## src/verilog/prc_pkg.sv

```systemverilog
// Shared constants, types and register layout of the power mode and reset controller
package prc_pkg;

  // Register bus geometry and byte offsets
  localparam int unsigned PRC_ADDR_W = 8;
  localparam logic [7:0] PRC_OFS_CTRL = 8'h00;
  localparam logic [7:0] PRC_OFS_OPT = 8'h04;
  localparam logic [7:0] PRC_OFS_STAT = 8'h08;

  // Control register bit positions
  localparam int unsigned PRC_CTRL_SLEEP = 0;
  localparam int unsigned PRC_CTRL_ARM = 1;
  localparam int unsigned PRC_CTRL_OSCDIS = 2;

  // Option register field positions
  localparam int unsigned PRC_OPT_LO_LSB = 0;
  localparam int unsigned PRC_OPT_HI_LSB = 8;
  localparam logic [1:0] PRC_STROBE_RESET = 2'h0;

  // Bus responses
  localparam logic [1:0] PRC_RESP_OKAY = 2'h0;
  localparam logic [1:0] PRC_RESP_SLVERR = 2'h2;

  // Timing: figures in their own units, cycle counts derived from the clock rate
  localparam int unsigned PRC_CLK_MHZ = 200;
  localparam int unsigned PRC_WAKE_MIN_NS = 10000;
  localparam int unsigned PRC_WAKE_CYC = (PRC_WAKE_MIN_NS * PRC_CLK_MHZ + 999) / 1000;
  localparam int unsigned PRC_DEB_MIN_US = 16000;
  localparam int unsigned PRC_DEB_CYC = PRC_DEB_MIN_US * PRC_CLK_MHZ;
  localparam int unsigned PRC_CPU_DELAY_CYC = 32768;
  localparam int unsigned PRC_SYS_STRETCH_CYC = 16;

  typedef enum logic [2:0] {
    PRC_MD_ACTIVE = 3'h1,
    PRC_MD_STANDBY = 3'h2,
    PRC_MD_SLEEP = 3'h4
  } prc_mode_t;

  // Option word, bit 0 upward: combo_select_one, combo_select_two, in-sleep, strobe select
  typedef struct packed {
    logic [1:0] strobe_output_select;
    logic port_a_reset_in_sleep;
    logic [3:0] combo_select_two;
    logic [3:0] combo_select_one;
  } prc_opt_t;

  // Reset sources, bit 5 down to bit 0
  typedef struct packed {
    logic sleep;
    logic osc;
    logic wdog;
    logic combo;
    logic pin;
    logic por;
  } prc_src_t;

  localparam prc_opt_t PRC_OPT_RST = 11'h000;
  localparam prc_src_t PRC_CAUSE_POR = 6'h01;

endpackage : prc_pkg

```

## src/verilog/prc_power_reset_ctrl.sv

```systemverilog
// Operating mode control and reset combiner with AXI4-Lite register access
//
// Our own choices: the register addresses and the AXI4-Lite register port.
`timescale 1ns/1ps

// Level persistence filter: hit rises after N consecutive enabled cycles of level
module prc_persist #(
  parameter int unsigned N = 1
) (
  input wire logic clk,
  input wire logic rst_n,
  input wire logic ce,
  input wire logic level,
  output logic hit
);
  logic [31:0] cnt;

  always_ff @(posedge clk or negedge rst_n) begin
    if (!rst_n) begin
      cnt <= 32'h0;
      hit <= 1'b0;
    end else if (ce) begin
      if (!level) begin
        cnt <= 32'h0;
      end else if (cnt != N) begin
        cnt <= cnt + 32'h1;
      end
      hit <= level && (cnt >= N - 32'h1);
    end
  end
endmodule : prc_persist

// Behaviour
// - Halt request moves active to standby; instruction execution stops, rest keeps running.
// - Standby ends on any reset or an enabled interrupt request.
// - Sleep write takes effect only if sleep_arm was already one.
// - Sleep stops oscillator, resets logic, keeps option registers.
// - Sleep ends only by long reset pin high or enabled port A combination.
// - Reset held through sleep and start-up; wake keeps sleep_arm.
// - sleep_arm reads zero after power-up, one after wake.
// - In sleep port A inputs and pulls off unless in-sleep option; port B high-Z.
// - Voltage detector finishes ongoing measure in standby, then stops; off in sleep.
// - Every reset source asserts both system and CPU reset.
// - System reset stretched fixed cycles; CPU reset held until oscillator stable.
// - Only power-on reset clears option registers and sleep_arm.
// - Strobe select zero drives reset state onto strobe output.
// - Oscillator loss in active or standby raises system reset.
// - Oscillation detection inhibited during CPU delay after wake.
// - osc_supervisor_disable inhibits detection; power-up and system reset clear it.
// - CPU reset delay lasts exactly 32768 clock cycles after release.
// - Reset pin debounced; accepted after 16 ms persistence.
// - Port A matching programmed combination generates a reset.
// - Awake, port A combination must persist 16 ms before acceptance.
// - Asleep with in-sleep option, combination resets immediately without debounce.
// - Two bits per input select never, level, inverted, always; AND or OR.
module prc_power_reset_ctrl
  import prc_pkg::*;
#(
  parameter int unsigned SYS_STRETCH = prc_pkg::PRC_SYS_STRETCH_CYC,
  parameter int unsigned CPU_DELAY = prc_pkg::PRC_CPU_DELAY_CYC,
  parameter int unsigned DEB_CYC = prc_pkg::PRC_DEB_CYC,
  parameter int unsigned WAKE_CYC = prc_pkg::PRC_WAKE_CYC,
  parameter bit COMBO_OR = 1'b0
) (
  // Clock, power-on reset, clock enable
  input wire logic CLK_SYS,
  input wire logic RSTN,
  input wire logic CE,
  // AXI4-Lite write channels
  input wire logic [prc_pkg::PRC_ADDR_W-1:0] S_AXI_AWADDR,
  input wire logic S_AXI_AWVALID,
  output logic S_AXI_AWREADY,
  input wire logic [31:0] S_AXI_WDATA,
  input wire logic [3:0] S_AXI_WSTRB,
  input wire logic S_AXI_WVALID,
  output logic S_AXI_WREADY,
  output logic [1:0] S_AXI_BRESP,
  output logic S_AXI_BVALID,
  input wire logic S_AXI_BREADY,
  // AXI4-Lite read channels
  input wire logic [prc_pkg::PRC_ADDR_W-1:0] S_AXI_ARADDR,
  input wire logic S_AXI_ARVALID,
  output logic S_AXI_ARREADY,
  output logic [31:0] S_AXI_RDATA,
  output logic [1:0] S_AXI_RRESP,
  output logic S_AXI_RVALID,
  input wire logic S_AXI_RREADY,
  // CPU core and peripheral events
  input wire logic HALT_REQ,
  input wire logic IRQ_PEND,
  input wire logic WDOG_EXPIRE,
  input wire logic VLD_BUSY,
  // Pins and oscillator
  input wire logic RESET_PIN,
  input wire logic [3:0] INPUT_PORT_A,
  input wire logic OSC_ALIVE,
  // Resets and mode outputs
  output logic SYS_RESET,
  output logic CPU_RESET,
  output logic CPU_RUN,
  output prc_pkg::prc_mode_t MODE,
  output logic OSC_ENABLE,
  output logic VLD_ENABLE,
  output logic PORT_A_IN_EN,
  output logic PORT_A_PULL_EN,
  output logic PORT_B_HIZ,
  output logic STROBE_OUT
);
  import prc_pkg::*;

  // Register bus state
  logic [PRC_ADDR_W-1:0] waddr;
  logic [31:0] wdata;
  logic [3:0] wstrb;
  logic [PRC_ADDR_W-1:0] raddr_w;

  // Software-visible state
  logic sleep_arm;
  logic osc_supervisor_disable;
  prc_opt_t opt;
  prc_src_t cause;

  // Sequencing state
  logic [31:0] sys_cnt;
  logic [31:0] cpu_cnt;
  logic wake_start;

  // Bus decode
  wire wr_fire = CE && !S_AXI_AWREADY && !S_AXI_WREADY && !S_AXI_BVALID;
  wire [7:0] waddr_al = {waddr[7:2], 2'b00};
  wire wr_ctrl = wr_fire && (waddr_al == PRC_OFS_CTRL) && wstrb[0];
  wire wr_opt = wr_fire && (waddr_al == PRC_OFS_OPT);
  wire wr_bad = (waddr_al != PRC_OFS_CTRL) && (waddr_al != PRC_OFS_OPT)
                && (waddr_al != PRC_OFS_STAT);
  wire rd_fire = CE && S_AXI_ARVALID && S_AXI_ARREADY;
  assign raddr_w = {S_AXI_ARADDR[7:2], 2'b00};
  wire awake = (MODE != PRC_MD_SLEEP);

  // Port A combination terms
  logic [3:0] terms;
  genvar n;
  generate
    for (n = 0; n < 4; n++) begin : g_term
      assign terms[n] = opt.combo_select_one[n]
                        ? (opt.combo_select_two[n] ? 1'b1 : !INPUT_PORT_A[n])
                        : (opt.combo_select_two[n] && INPUT_PORT_A[n]);
    end
  endgenerate
  wire pa_live = awake || opt.port_a_reset_in_sleep;
  wire combo_now = pa_live && (COMBO_OR ? |terms : &terms);

  // Filters: awake debouncers and the sleep wake filter
  logic pin_hit;
  logic combo_hit;
  logic wake_pin_hit;
  prc_persist #(.N(DEB_CYC)) u_pin_deb (
    .clk(CLK_SYS), .rst_n(RSTN), .ce(CE),
    .level(awake && RESET_PIN), .hit(pin_hit));
  prc_persist #(.N(DEB_CYC)) u_combo_deb (
    .clk(CLK_SYS), .rst_n(RSTN), .ce(CE),
    .level(awake && combo_now), .hit(combo_hit));
  prc_persist #(.N(WAKE_CYC)) u_wake_flt (
    .clk(CLK_SYS), .rst_n(RSTN), .ce(CE),
    .level(!awake && RESET_PIN), .hit(wake_pin_hit));

  // Reset sources
  wire osc_watch = !osc_supervisor_disable && !wake_start;
  wire sleep_go = wr_ctrl && wdata[PRC_CTRL_SLEEP] && sleep_arm && awake;
  prc_src_t src;
  assign src.por = 1'b0;
  assign src.pin = awake && pin_hit;
  assign src.combo = awake && combo_hit;
  assign src.wdog = awake && WDOG_EXPIRE;
  assign src.osc = awake && osc_watch && !OSC_ALIVE;
  assign src.sleep = sleep_go;
  wire wake = !awake && (wake_pin_hit
              || (opt.port_a_reset_in_sleep && combo_now));
  wire any_rst = (|src) || wake;

  // Mode sequencing
  wire prc_mode_t next_mode = sleep_go ? PRC_MD_SLEEP
    : ((|src) || wake) ? PRC_MD_ACTIVE
    : (MODE == PRC_MD_ACTIVE && HALT_REQ && !CPU_RESET) ? PRC_MD_STANDBY
    : (MODE == PRC_MD_STANDBY && IRQ_PEND) ? PRC_MD_ACTIVE
    : MODE;
  wire next_awake = (next_mode != PRC_MD_SLEEP);

  // System reset stretch, held through sleep
  wire [31:0] next_sys_cnt = any_rst ? SYS_STRETCH
    : !awake ? sys_cnt
    : (sys_cnt != 32'h0) ? sys_cnt - 32'h1 : 32'h0;
  wire next_sys_reset = (next_sys_cnt != 32'h0) || !next_awake;

  // CPU reset delay, reloaded while oscillator is down or system reset is on
  wire cpu_load = SYS_RESET || any_rst || !awake || !OSC_ALIVE;
  wire [31:0] next_cpu_cnt = cpu_load ? CPU_DELAY
    : (cpu_cnt != 32'h0) ? cpu_cnt - 32'h1 : 32'h0;
  wire next_cpu_reset = (next_cpu_cnt != 32'h0) || next_sys_reset;
  wire next_wake_start = wake || (wake_start && next_cpu_reset);

  // Register updates
  wire next_osc_dis = next_sys_reset ? 1'b0
    : wr_ctrl ? wdata[PRC_CTRL_OSCDIS] : osc_supervisor_disable;
  wire next_arm = wr_ctrl ? wdata[PRC_CTRL_ARM] : sleep_arm;
  wire [10:0] next_opt_word = {
    (wr_opt && wstrb[1]) ? wdata[PRC_OPT_HI_LSB +: 3] : opt[10:8],
    (wr_opt && wstrb[0]) ? wdata[PRC_OPT_LO_LSB +: 8] : opt[7:0]};
  wire prc_opt_t next_opt = next_opt_word;
  wire prc_src_t next_cause = (|src) ? src : cause;

  // Voltage detector keeps running in standby only while a measure is under way
  wire next_vld = (next_mode == PRC_MD_ACTIVE)
    || (next_mode == PRC_MD_STANDBY && VLD_ENABLE && VLD_BUSY);

  // Read data mux
  wire [31:0] ctrl_word = {29'h0, osc_supervisor_disable, sleep_arm, !awake};
  wire [31:0] stat_word = {21'h0, cause, CPU_RESET, SYS_RESET, MODE};
  wire rd_bad = (raddr_w != PRC_OFS_CTRL) && (raddr_w != PRC_OFS_OPT)
                && (raddr_w != PRC_OFS_STAT);
  wire [31:0] rd_word = (raddr_w == PRC_OFS_CTRL) ? ctrl_word
    : (raddr_w == PRC_OFS_OPT) ? {21'h0, opt}
    : (raddr_w == PRC_OFS_STAT) ? stat_word : 32'h0;

  // Option registers and sleep_arm: cleared by power-on reset only
  always_ff @(posedge CLK_SYS or negedge RSTN) begin
    if (!RSTN) begin
      opt <= PRC_OPT_RST;
      sleep_arm <= 1'b0;
      cause <= PRC_CAUSE_POR;
    end else if (CE) begin
      opt <= next_opt;
      sleep_arm <= next_arm;
      cause <= next_cause;
    end
  end

  // Mode, reset sequencing and pin controls
  always_ff @(posedge CLK_SYS or negedge RSTN) begin
    if (!RSTN) begin
      MODE <= PRC_MD_ACTIVE;
      sys_cnt <= SYS_STRETCH;
      cpu_cnt <= CPU_DELAY;
      wake_start <= 1'b0;
      osc_supervisor_disable <= 1'b0;
      SYS_RESET <= 1'b1;
      CPU_RESET <= 1'b1;
      CPU_RUN <= 1'b0;
      OSC_ENABLE <= 1'b1;
      VLD_ENABLE <= 1'b1;
      PORT_A_IN_EN <= 1'b1;
      PORT_A_PULL_EN <= 1'b1;
      PORT_B_HIZ <= 1'b0;
      STROBE_OUT <= 1'b1;
    end else if (CE) begin
      MODE <= next_mode;
      sys_cnt <= next_sys_cnt;
      cpu_cnt <= next_cpu_cnt;
      wake_start <= next_wake_start;
      osc_supervisor_disable <= next_osc_dis;
      SYS_RESET <= next_sys_reset;
      CPU_RESET <= next_cpu_reset;
      CPU_RUN <= (next_mode == PRC_MD_ACTIVE) && !next_cpu_reset;
      OSC_ENABLE <= next_awake;
      VLD_ENABLE <= next_vld;
      PORT_A_IN_EN <= next_awake || next_opt.port_a_reset_in_sleep;
      PORT_A_PULL_EN <= next_awake || next_opt.port_a_reset_in_sleep;
      PORT_B_HIZ <= !next_awake;
      STROBE_OUT <= (next_opt.strobe_output_select == PRC_STROBE_RESET)
                    && next_cpu_reset;
    end
  end

  // AXI4-Lite write path: address and data taken in either order
  always_ff @(posedge CLK_SYS or negedge RSTN) begin
    if (!RSTN) begin
      S_AXI_AWREADY <= 1'b1;
      S_AXI_WREADY <= 1'b1;
      S_AXI_BVALID <= 1'b0;
      S_AXI_BRESP <= PRC_RESP_OKAY;
      waddr <= '0;
      wdata <= 32'h0;
      wstrb <= 4'h0;
    end else if (CE) begin
      if (S_AXI_AWVALID && S_AXI_AWREADY) begin
        waddr <= S_AXI_AWADDR;
        S_AXI_AWREADY <= 1'b0;
      end
      if (S_AXI_WVALID && S_AXI_WREADY) begin
        wdata <= S_AXI_WDATA;
        wstrb <= S_AXI_WSTRB;
        S_AXI_WREADY <= 1'b0;
      end
      if (wr_fire) begin
        S_AXI_BVALID <= 1'b1;
        S_AXI_BRESP <= wr_bad ? PRC_RESP_SLVERR : PRC_RESP_OKAY;
      end else if (S_AXI_BVALID && S_AXI_BREADY) begin
        S_AXI_BVALID <= 1'b0;
        S_AXI_AWREADY <= 1'b1;
        S_AXI_WREADY <= 1'b1;
      end
    end
  end

  // AXI4-Lite read path
  always_ff @(posedge CLK_SYS or negedge RSTN) begin
    if (!RSTN) begin
      S_AXI_ARREADY <= 1'b1;
      S_AXI_RVALID <= 1'b0;
      S_AXI_RDATA <= 32'h0;
      S_AXI_RRESP <= PRC_RESP_OKAY;
    end else if (CE) begin
      if (rd_fire) begin
        S_AXI_ARREADY <= 1'b0;
        S_AXI_RVALID <= 1'b1;
        S_AXI_RDATA <= rd_word;
        S_AXI_RRESP <= rd_bad ? PRC_RESP_SLVERR : PRC_RESP_OKAY;
      end else if (S_AXI_RVALID && S_AXI_RREADY) begin
        S_AXI_RVALID <= 1'b0;
        S_AXI_ARREADY <= 1'b1;
      end
    end
  end

  // Helper: cycles of CPU reset after system reset release with a running oscillator
  logic [31:0] hold_cnt;
  always_ff @(posedge CLK_SYS or negedge RSTN) begin
    if (!RSTN) begin
      hold_cnt <= 32'h0;
    end else if (SYS_RESET || !OSC_ALIVE) begin
      hold_cnt <= 32'h0;
    end else if (CE && CPU_RESET) begin
      hold_cnt <= hold_cnt + 32'h1;
    end
  end
endmodule : prc_power_reset_ctrl

```

## config.mk

```make
export PLATFORM = sky130hd
export DESIGN_NAME = prc_power_reset_ctrl
export DESIGN_NICKNAME = d
export VERILOG_FILES = /design/src/verilog/prc_pkg.sv /design/src/verilog/prc_power_reset_ctrl.sv
export SDC_FILE = /design/constraint.sdc
export NUM_CORES = 1
export LEC_CHECK = 0
export BUFFER_PORTS_ARGS = -buffer_cell sky130_fd_sc_hd__buf_4
export CAP_MARGIN = 30
export CORE_ASPECT_RATIO = 1.2
export CORE_MARGIN = 5
export CORE_UTILIZATION = 30
export DETAILED_ROUTE_END_ITERATION = 10
export GPL_TIMING_DRIVEN = 1
export PLACE_DENSITY_LB_ADDON = 0.15
export SLEW_MARGIN = 20
export SYNTH_ARGS = -nofsm -noshare
export SYNTH_HDL_FRONTEND = slang
export SYNTH_SLANG_ARGS = --single-unit
```

## constraint.sdc

```tcl
create_clock -name CLK_SYS -period 3.4 [get_ports CLK_SYS]
set_input_delay 0.34 -clock CLK_SYS [delete_from_list [all_inputs] [get_ports CLK_SYS]]
set_output_delay 0.34 -clock CLK_SYS [all_outputs]
set_load 0.02 [all_outputs]
```

==> metrics.csv, run 1 <==
metric;value;unit
viasPerCell;5.09;
nFillCells;4355;
startpoint;sys_cnt[11]$_DFFE_PN0P_;
yosys.area_share.simple;25.7;%
ys_ff_latch;231;
p_seq_share;39.7;%
dieWidth;197;µm
fin_crit_sh;92.3;%
cpPeakStageDelay;560;ps
combPwrFrac;27.4;%
wl;34300;µm
cp.required;3910;ps
startpoint_type;flip-flop;
grt_pass1_vias;10800;
synth_flop_cell;dfrtp_1;
hold_start;S_AXI_RREADY;
p_leak;6.54;nW
routabilityCongestion;0.791;
synth_top_family_by_area;simple AND/OR/NAND/NOR gates;
clkLatencyLatePin;570;ps
drtPass1Iterations;5;
synth_compound_area_share;14.7;%
h-tree-depth;1;
start_util;30.3;%
synthXorXnorAreaFrac;4.86;%
p_int;0.00578;W
layout-drive-gt1-share;15.5;%
worstPathArrival;3650;ps
clockBufferDepth;3;
slew_headroom;43.0;%
area_growth;19.3;%
drv_cap;0;
io_buffers;72;
post_cts_buffers;0;
yosysUniqueCellTypes;72;
ant_nets;0;
wire_per_inst;16.4;µm
drtIter0Drc;565;
synthMuxAreaShare;3.24;%
synth.yosys.seq_area_share;46.0;%
mostFrequentLayoutCells;dfrtp_1, nand2_1, o21ai_0;
worst_slew_pin_slew;844;ps
fin_setup_tns;0;ps
fin_skew;20.1;ps
nNetsFinal;1605;
outcome;complete, no violations;
gr-usage-all-layers;14.6;%
rsz0062_at_grt;false;
cts_tree;built;
dpl.hpwl;23800;µm
fp.coreArea;41700;µm²
fmax;0.319;GHz
async_reset_ff_share;100;%
synthCells;1423;
critical_path_class;flip-flop to flip-flop;
ir_drop;0.393;mV
path_clk_slew;60;ps
slew_viol_final;0;
io_pins;123;
cts_buffers;28;
final_common_cell;dfrtp_1;
vias;10700;
grt_pass1_wl;57100;µm
pwr_density_cell;583;nW/µm²
path_max_fanout;6;
yosys_warnings;0;
num_rows;82;
finalSetupViolCount;0;
synth_area_per_cell;8.86;µm²
cts.sinks;231;
grt_max_degree;98;
grt_overflow;0;
cp_slowest_cell;or4_1;
final_util;36.1;%
clockPowerShare;32.9;%
dieArea;46300;µm²
hold_violations;0;
critPathCaptureType;flip-flop;
synth_edf_count;0;
die_h;235;µm
hold_class;input pin to flip-flop;
cts_root_buffer;clkbuf_16;
synthAdderAreaFrac;0.893;%
grt_antenna_before_repair;2;
syn_area;12600;µm²
power_switching_share;34.0;%
timing.rr.start;sys_cnt[11]$_DFFE_PN0P_;
switchingPower;0.00299;W
drc;0;
fin_crit;3140;ps
path_cells;nor4_1 > and3_1 > nand2b_1 > or4_1 > a21boi_0 > or4_4 > nor4_4 > buf_4 > nor2b_1;
stage by stage:
stage | area (µm²) | total power [W] | instances | hold WS [ps] | worst slack (ps)
after floorplan | 12700 | 0.00503 | 1445 | 44.4 | 465
after global placement | 13900 | 0.00587 | 2021 | 366 | 245
after detailed placement | 13900 | 0.00589 | 2021 | 364 | 141
after CTS | 15000 | 0.00888 | 2092 | 5.47 | 131
after global routing | 15000 | 0.00935 | 2094 | 22.0 | 33.2
final | 15000 | 0.00877 | 2094 | 43.6 | 262
power by group through the flow:
stage	Combinational, W	Clock (W)	Sequential [W]
after floorplan	0.00160	0	0.00343
after global placement	0.00235	0	0.00351
after detailed placement	0.00237	0	0.00352
after CTS	0.00240	0.00301	0.00347
after global routing	0.00270	0.00312	0.00353
final	0.00240	0.00288	0.00348
routing by layer:
metal / global-route usage [%] / routed length (µm) / vias to the layer above
met1: 19.6 / 15900 / 5198
met3: 2.09 / 1070 / 43
met5: 0 / 0 / -
met4: 4.35 / 784 / 0
li1: - / - / 5265
met2: 24.7 / 16600 / 156
logic make-up (layout without fill, tap and decap cells):
kind of cell	after synthesis	count (layout)
mux	37	37
compound gates	307	307
fa+ha+maj	9	9
buf+inv	125	226
xor+xnor	70	70
simple gates	643	643
other cells	1	25
flops	231	231
worst paths after layout:
| kind | slack (ps) | endpoint | depth (start not counted) |
|---|---|---|---|
| worst max register to register | 260 | STROBE_OUT$_DFFE_PN1P_ | 9 |
| worst max-delay path | 260 | STROBE_OUT$_DFFE_PN1P_ | 9 |
| min in group asynchronous | 350 | cpu_cnt[21]$_DFFE_PN0P_ | 2 |
| worst min-delay path | 40 | S_AXI_RVALID$_DFFE_PN0P_ | 4 |
| max in group asynchronous | 2160 | cpu_cnt[15]$_DFFE_PN1P_ | 3 |
| worst min register to register | 480 | S_AXI_RDATA[0]$_DFFE_PN0P_ | 2 |
flip-flops by register name, indices dropped and copies added (netlist names), 11 cells and up:
signal	cells
cpu_cnt	32
sys_cnt	32
u_combo_deb.cnt	32
u_pin_deb.cnt	32
u_wake_flt.cnt	32
S_AXI_RDATA	11
opt	11
wdata	11
worst max-delay path, delay by kind of cell (launching register included):
kind / cells / cell delay, ps
DFF: 1 / 440
AOI/OAI and AO/OA: 1 / 160
buffers and inverters: 1 / 170
and+or+nand+nor: 7 / 2320
cell type report:
| cell class | instances | area, µm² | area share, % |
|---|---|---|---|
| inverter | 29 | 109 | 0.723 |
| clock buffer | 38 | 768 | 5.11 |
| timing repair buffer | 147 | 1210 | 8.07 |
| antenna | 2 | 5.00 | 0.0333 |
| sequential | 231 | 5800 | 38.5 |
| clock inverter | 12 | 113 | 0.748 |
| multi-input combinational | 1089 | 6360 | 42.3 |
| tap | 546 | 683 | 4.54 |
Yosys cell counts (all sizes together) (9+ instances only):
| library cell | instances | area (µm²) |
|---|---|---|
| nand2b | 12 | 77.6 |
| or4 | 21 | 161 |
| xor2 | 52 | 455 |
| mux2 | 31 | 349 |
| o31ai | 27 | 203 |
| inv | 29 | 109 |
| nand2 | 184 | 691 |
| nand4 | 29 | 181 |
| nor4 | 44 | 318 |
| or2 | 9 | 56.3 |
| nor2 | 147 | 552 |
| nor3 | 42 | 210 |
| buf | 35 | 235 |
| or3 | 32 | 205 |
| ha | 9 | 113 |
| dfrtp | 218 | 5460 |
| clkbuf | 61 | 230 |
| o21ai | 160 | 805 |
| a21oi | 39 | 195 |
| nand3 | 51 | 255 |
| dfstp | 13 | 342 |
| xnor2 | 18 | 158 |
| a31oi | 12 | 75.1 |
| and3 | 23 | 144 |
| o41ai | 16 | 140 |
repair_timing:
action	CTS	global route
setup endpoints to repair	0	4
hold buffers	21	0
resized for setup	0	3
endpoints found under the hold margin	82	0
No activity file was read; power rests on OpenSTA's default activity.
==> run 2: changes to the inputs <==
--- a/config.mk
+++ b/config.mk
@@ -10,6 +10,7 @@
 export CORE_ASPECT_RATIO = 1.2
 export CORE_MARGIN = 5
 export CORE_UTILIZATION = 30
+export CTS_CLUSTER_DIAMETER = 80
 export DETAILED_ROUTE_END_ITERATION = 10
 export GPL_TIMING_DRIVEN = 1
 export PLACE_DENSITY_LB_ADDON = 0.15
==> constraint.sdc (replaced) <==
create_clock -name CLK_SYS -period 3.4 [get_ports CLK_SYS]
set_input_delay 0.51 -clock CLK_SYS [delete_from_list [all_inputs] [get_ports CLK_SYS]]
set_output_delay 0.51 -clock CLK_SYS [all_outputs]
set_load 0.02 [all_outputs]
==> metrics.csv, run 2 (synthesis gave the netlist of run 1 again) <==
metric;value;unit;change
gr-usage-all-layers;14.7;%;+0.085 points
hold_violations;0;;unchanged
drv_cap;0;;unchanged
clockPowerShare;36.0;%;+3.1 points
drc;0;;unchanged
switchingPower;0.00304;W;+1.8%
combPwrFrac;26.0;%;-1.4 points
cts.sinks;231;;unchanged
grt_antenna_before_repair;1;;-1
area_growth;19.2;%;about the same
p_leak;6.56;nW;+0.22%
critPathCaptureType;flip-flop;;
rsz0062_at_grt;false;;
path_max_fanout;14;;+8
layout-drive-gt1-share;16.4;%;+0.92 points
start_util;30.3;%;unchanged
path_clk_slew;60;ps;about the same
grt_pass1_vias;10700;;-0.39%
fin_crit;3230;ps;+91.5 ps
drtPass1Iterations;5;;unchanged
grt_max_degree;92;;-6.1%
clockBufferDepth;3;;unchanged
fp.coreArea;41700;µm²;unchanged
cts_root_buffer;clkbuf_16;;
io_pins;123;;unchanged
nNetsFinal;1589;;-1.0%
cts_tree;built;;
p_int;0.00617;W;+6.6%
wl;34500;µm;+0.72%
dieWidth;197;µm;unchanged
clkLatencyLatePin;570;ps;about the same
fin_skew;22.8;ps;+2.76 ps
h-tree-depth;1;;unchanged
finalSetupViolCount;0;;unchanged
p_seq_share;38.0;%;-1.7 points
ir_drop;0.389;mV;-1.2%
viasPerCell;5.12;;+0.54%
post_cts_buffers;0;;unchanged
io_buffers;72;;unchanged
power_switching_share;33.0;%;-1.0 points
grt_pass1_wl;57500;µm;+0.60%
mostFrequentLayoutCells;dfrtp_1, nand2_1, o21ai_0;;
final_common_cell;dfrtp_1;;
slew_viol_final;0;;unchanged
hold_path_depth;2;;-2
drtIter0Drc;558;;-1.2%
outcome;complete, no violations;;
fin_crit_sh;95.0;%;+2.7 points
dpl.hpwl;24400;µm;+2.7%
dieArea;46300;µm²;unchanged
startpoint_type;flip-flop;;
pwr_density_cell;612;nW/µm²;+5.1%
fmax;0.310;GHz;-2.8%
cts_buffers;28;;unchanged
slew_headroom;39.2;%;-3.8 points
wire_per_inst;16.6;µm;+1.4%
worstPathArrival;3650;ps;about the same
grt_overflow;0;;unchanged
cp.required;3820;ps;-90 ps
worst_slew_pin_slew;901;ps;+56.7 ps
routabilityCongestion;0.815;;+3.1%
ant_nets;0;;unchanged
vias;10600;;-0.18%
fin_setup_tns;0;ps;unchanged
hold_class;input pin to flip-flop;;
critical_path_class;flip-flop to flip-flop;;
die_h;235;µm;unchanged
final_util;36.1;%;about the same
num_rows;82;;unchanged
reg2reg_depth;8;;-1
[run 2: worst max-delay path, stage by stage (launching register included)]
cell and delay (ps):
dfrtp_1 430, or4_1 580, or4b_4 560, nor4_2 340, and4b_1 370, nand2b_2 270
or2_2 280, buf_12 180, o31ai_1 80
[run 2: power groups by stage]
stage / Clock [W] / Sequential (W) / Combinational (W)
6_report: 0.00331 / 0.00350 / 0.00239
3_3_place_gp: 0 / 0.00353 / 0.00234
5_1_grt: 0.00354 / 0.00356 / 0.00269
3_5_place_dp: 0 / 0.00353 / 0.00237
4_1_cts: 0.00343 / 0.00349 / 0.00238
2_1_floorplan: 0 / 0.00343 / 0.00160
[run 2: repair_timing]
item | in CTS | in global routing
setup endpoints to repair | 0 | 6
hold buffers | 1 | 0
hold endpoints to repair | 3 | 0
gates resized for setup | 0 | 4
[run 2: final timing paths]
kind                                            start                             end  slack, ps
max reg2reg                   cpu_cnt[16]$_DFFE_PN0P_          cpu_cnt[8]$_DFFE_PN0P_        170
max                           cpu_cnt[16]$_DFFE_PN0P_          cpu_cnt[8]$_DFFE_PN0P_        170
min                                     S_AXI_ARVALID       S_AXI_ARREADY$_DFFE_PN1P_        110
min in group asynchronous                        RSTN          cpu_cnt[8]$_DFFE_PN0P_        580
max in group asynchronous                        RSTN  u_combo_deb.cnt[7]$_DFFE_PN0P_       1900
min reg2reg                S_AXI_RDATA[0]$_DFFE_PN0P_      S_AXI_RDATA[0]$_DFFE_PN0P_        480
[run 2: cell type report]
cell class,instances,area (µm²)
antenna,1,2.50
clock inverter,15,231
tap,546,683
timing repair buffer,131,1040
multi-input combinational,1089,6360
sequential,231,5800
inverter,29,109
clock buffer,37,805
fill,4323,26600
[run 2: routing by layer]
layer  global-route usage [%]  share of wire, %
met1                     19.5                45
met2                     25.2                49
met3                     2.49               4.0
met4                     3.40               1.8
met5                        0                 0
[run 2: through the flow]
step                      hold WS [ps]  power, W  cells  instance area (µm²)  setup WS [ps]
after floorplan                    214   0.00503   1445                12700            438
after global placement             463   0.00588   2025                14000            180
after detailed placement           470   0.00590   2025                14000            157
after CTS                         68.8   0.00930   2078                15000            127
after global routing              92.2   0.00978   2079                15000           9.74
final                              112   0.00920   2079                15000            170
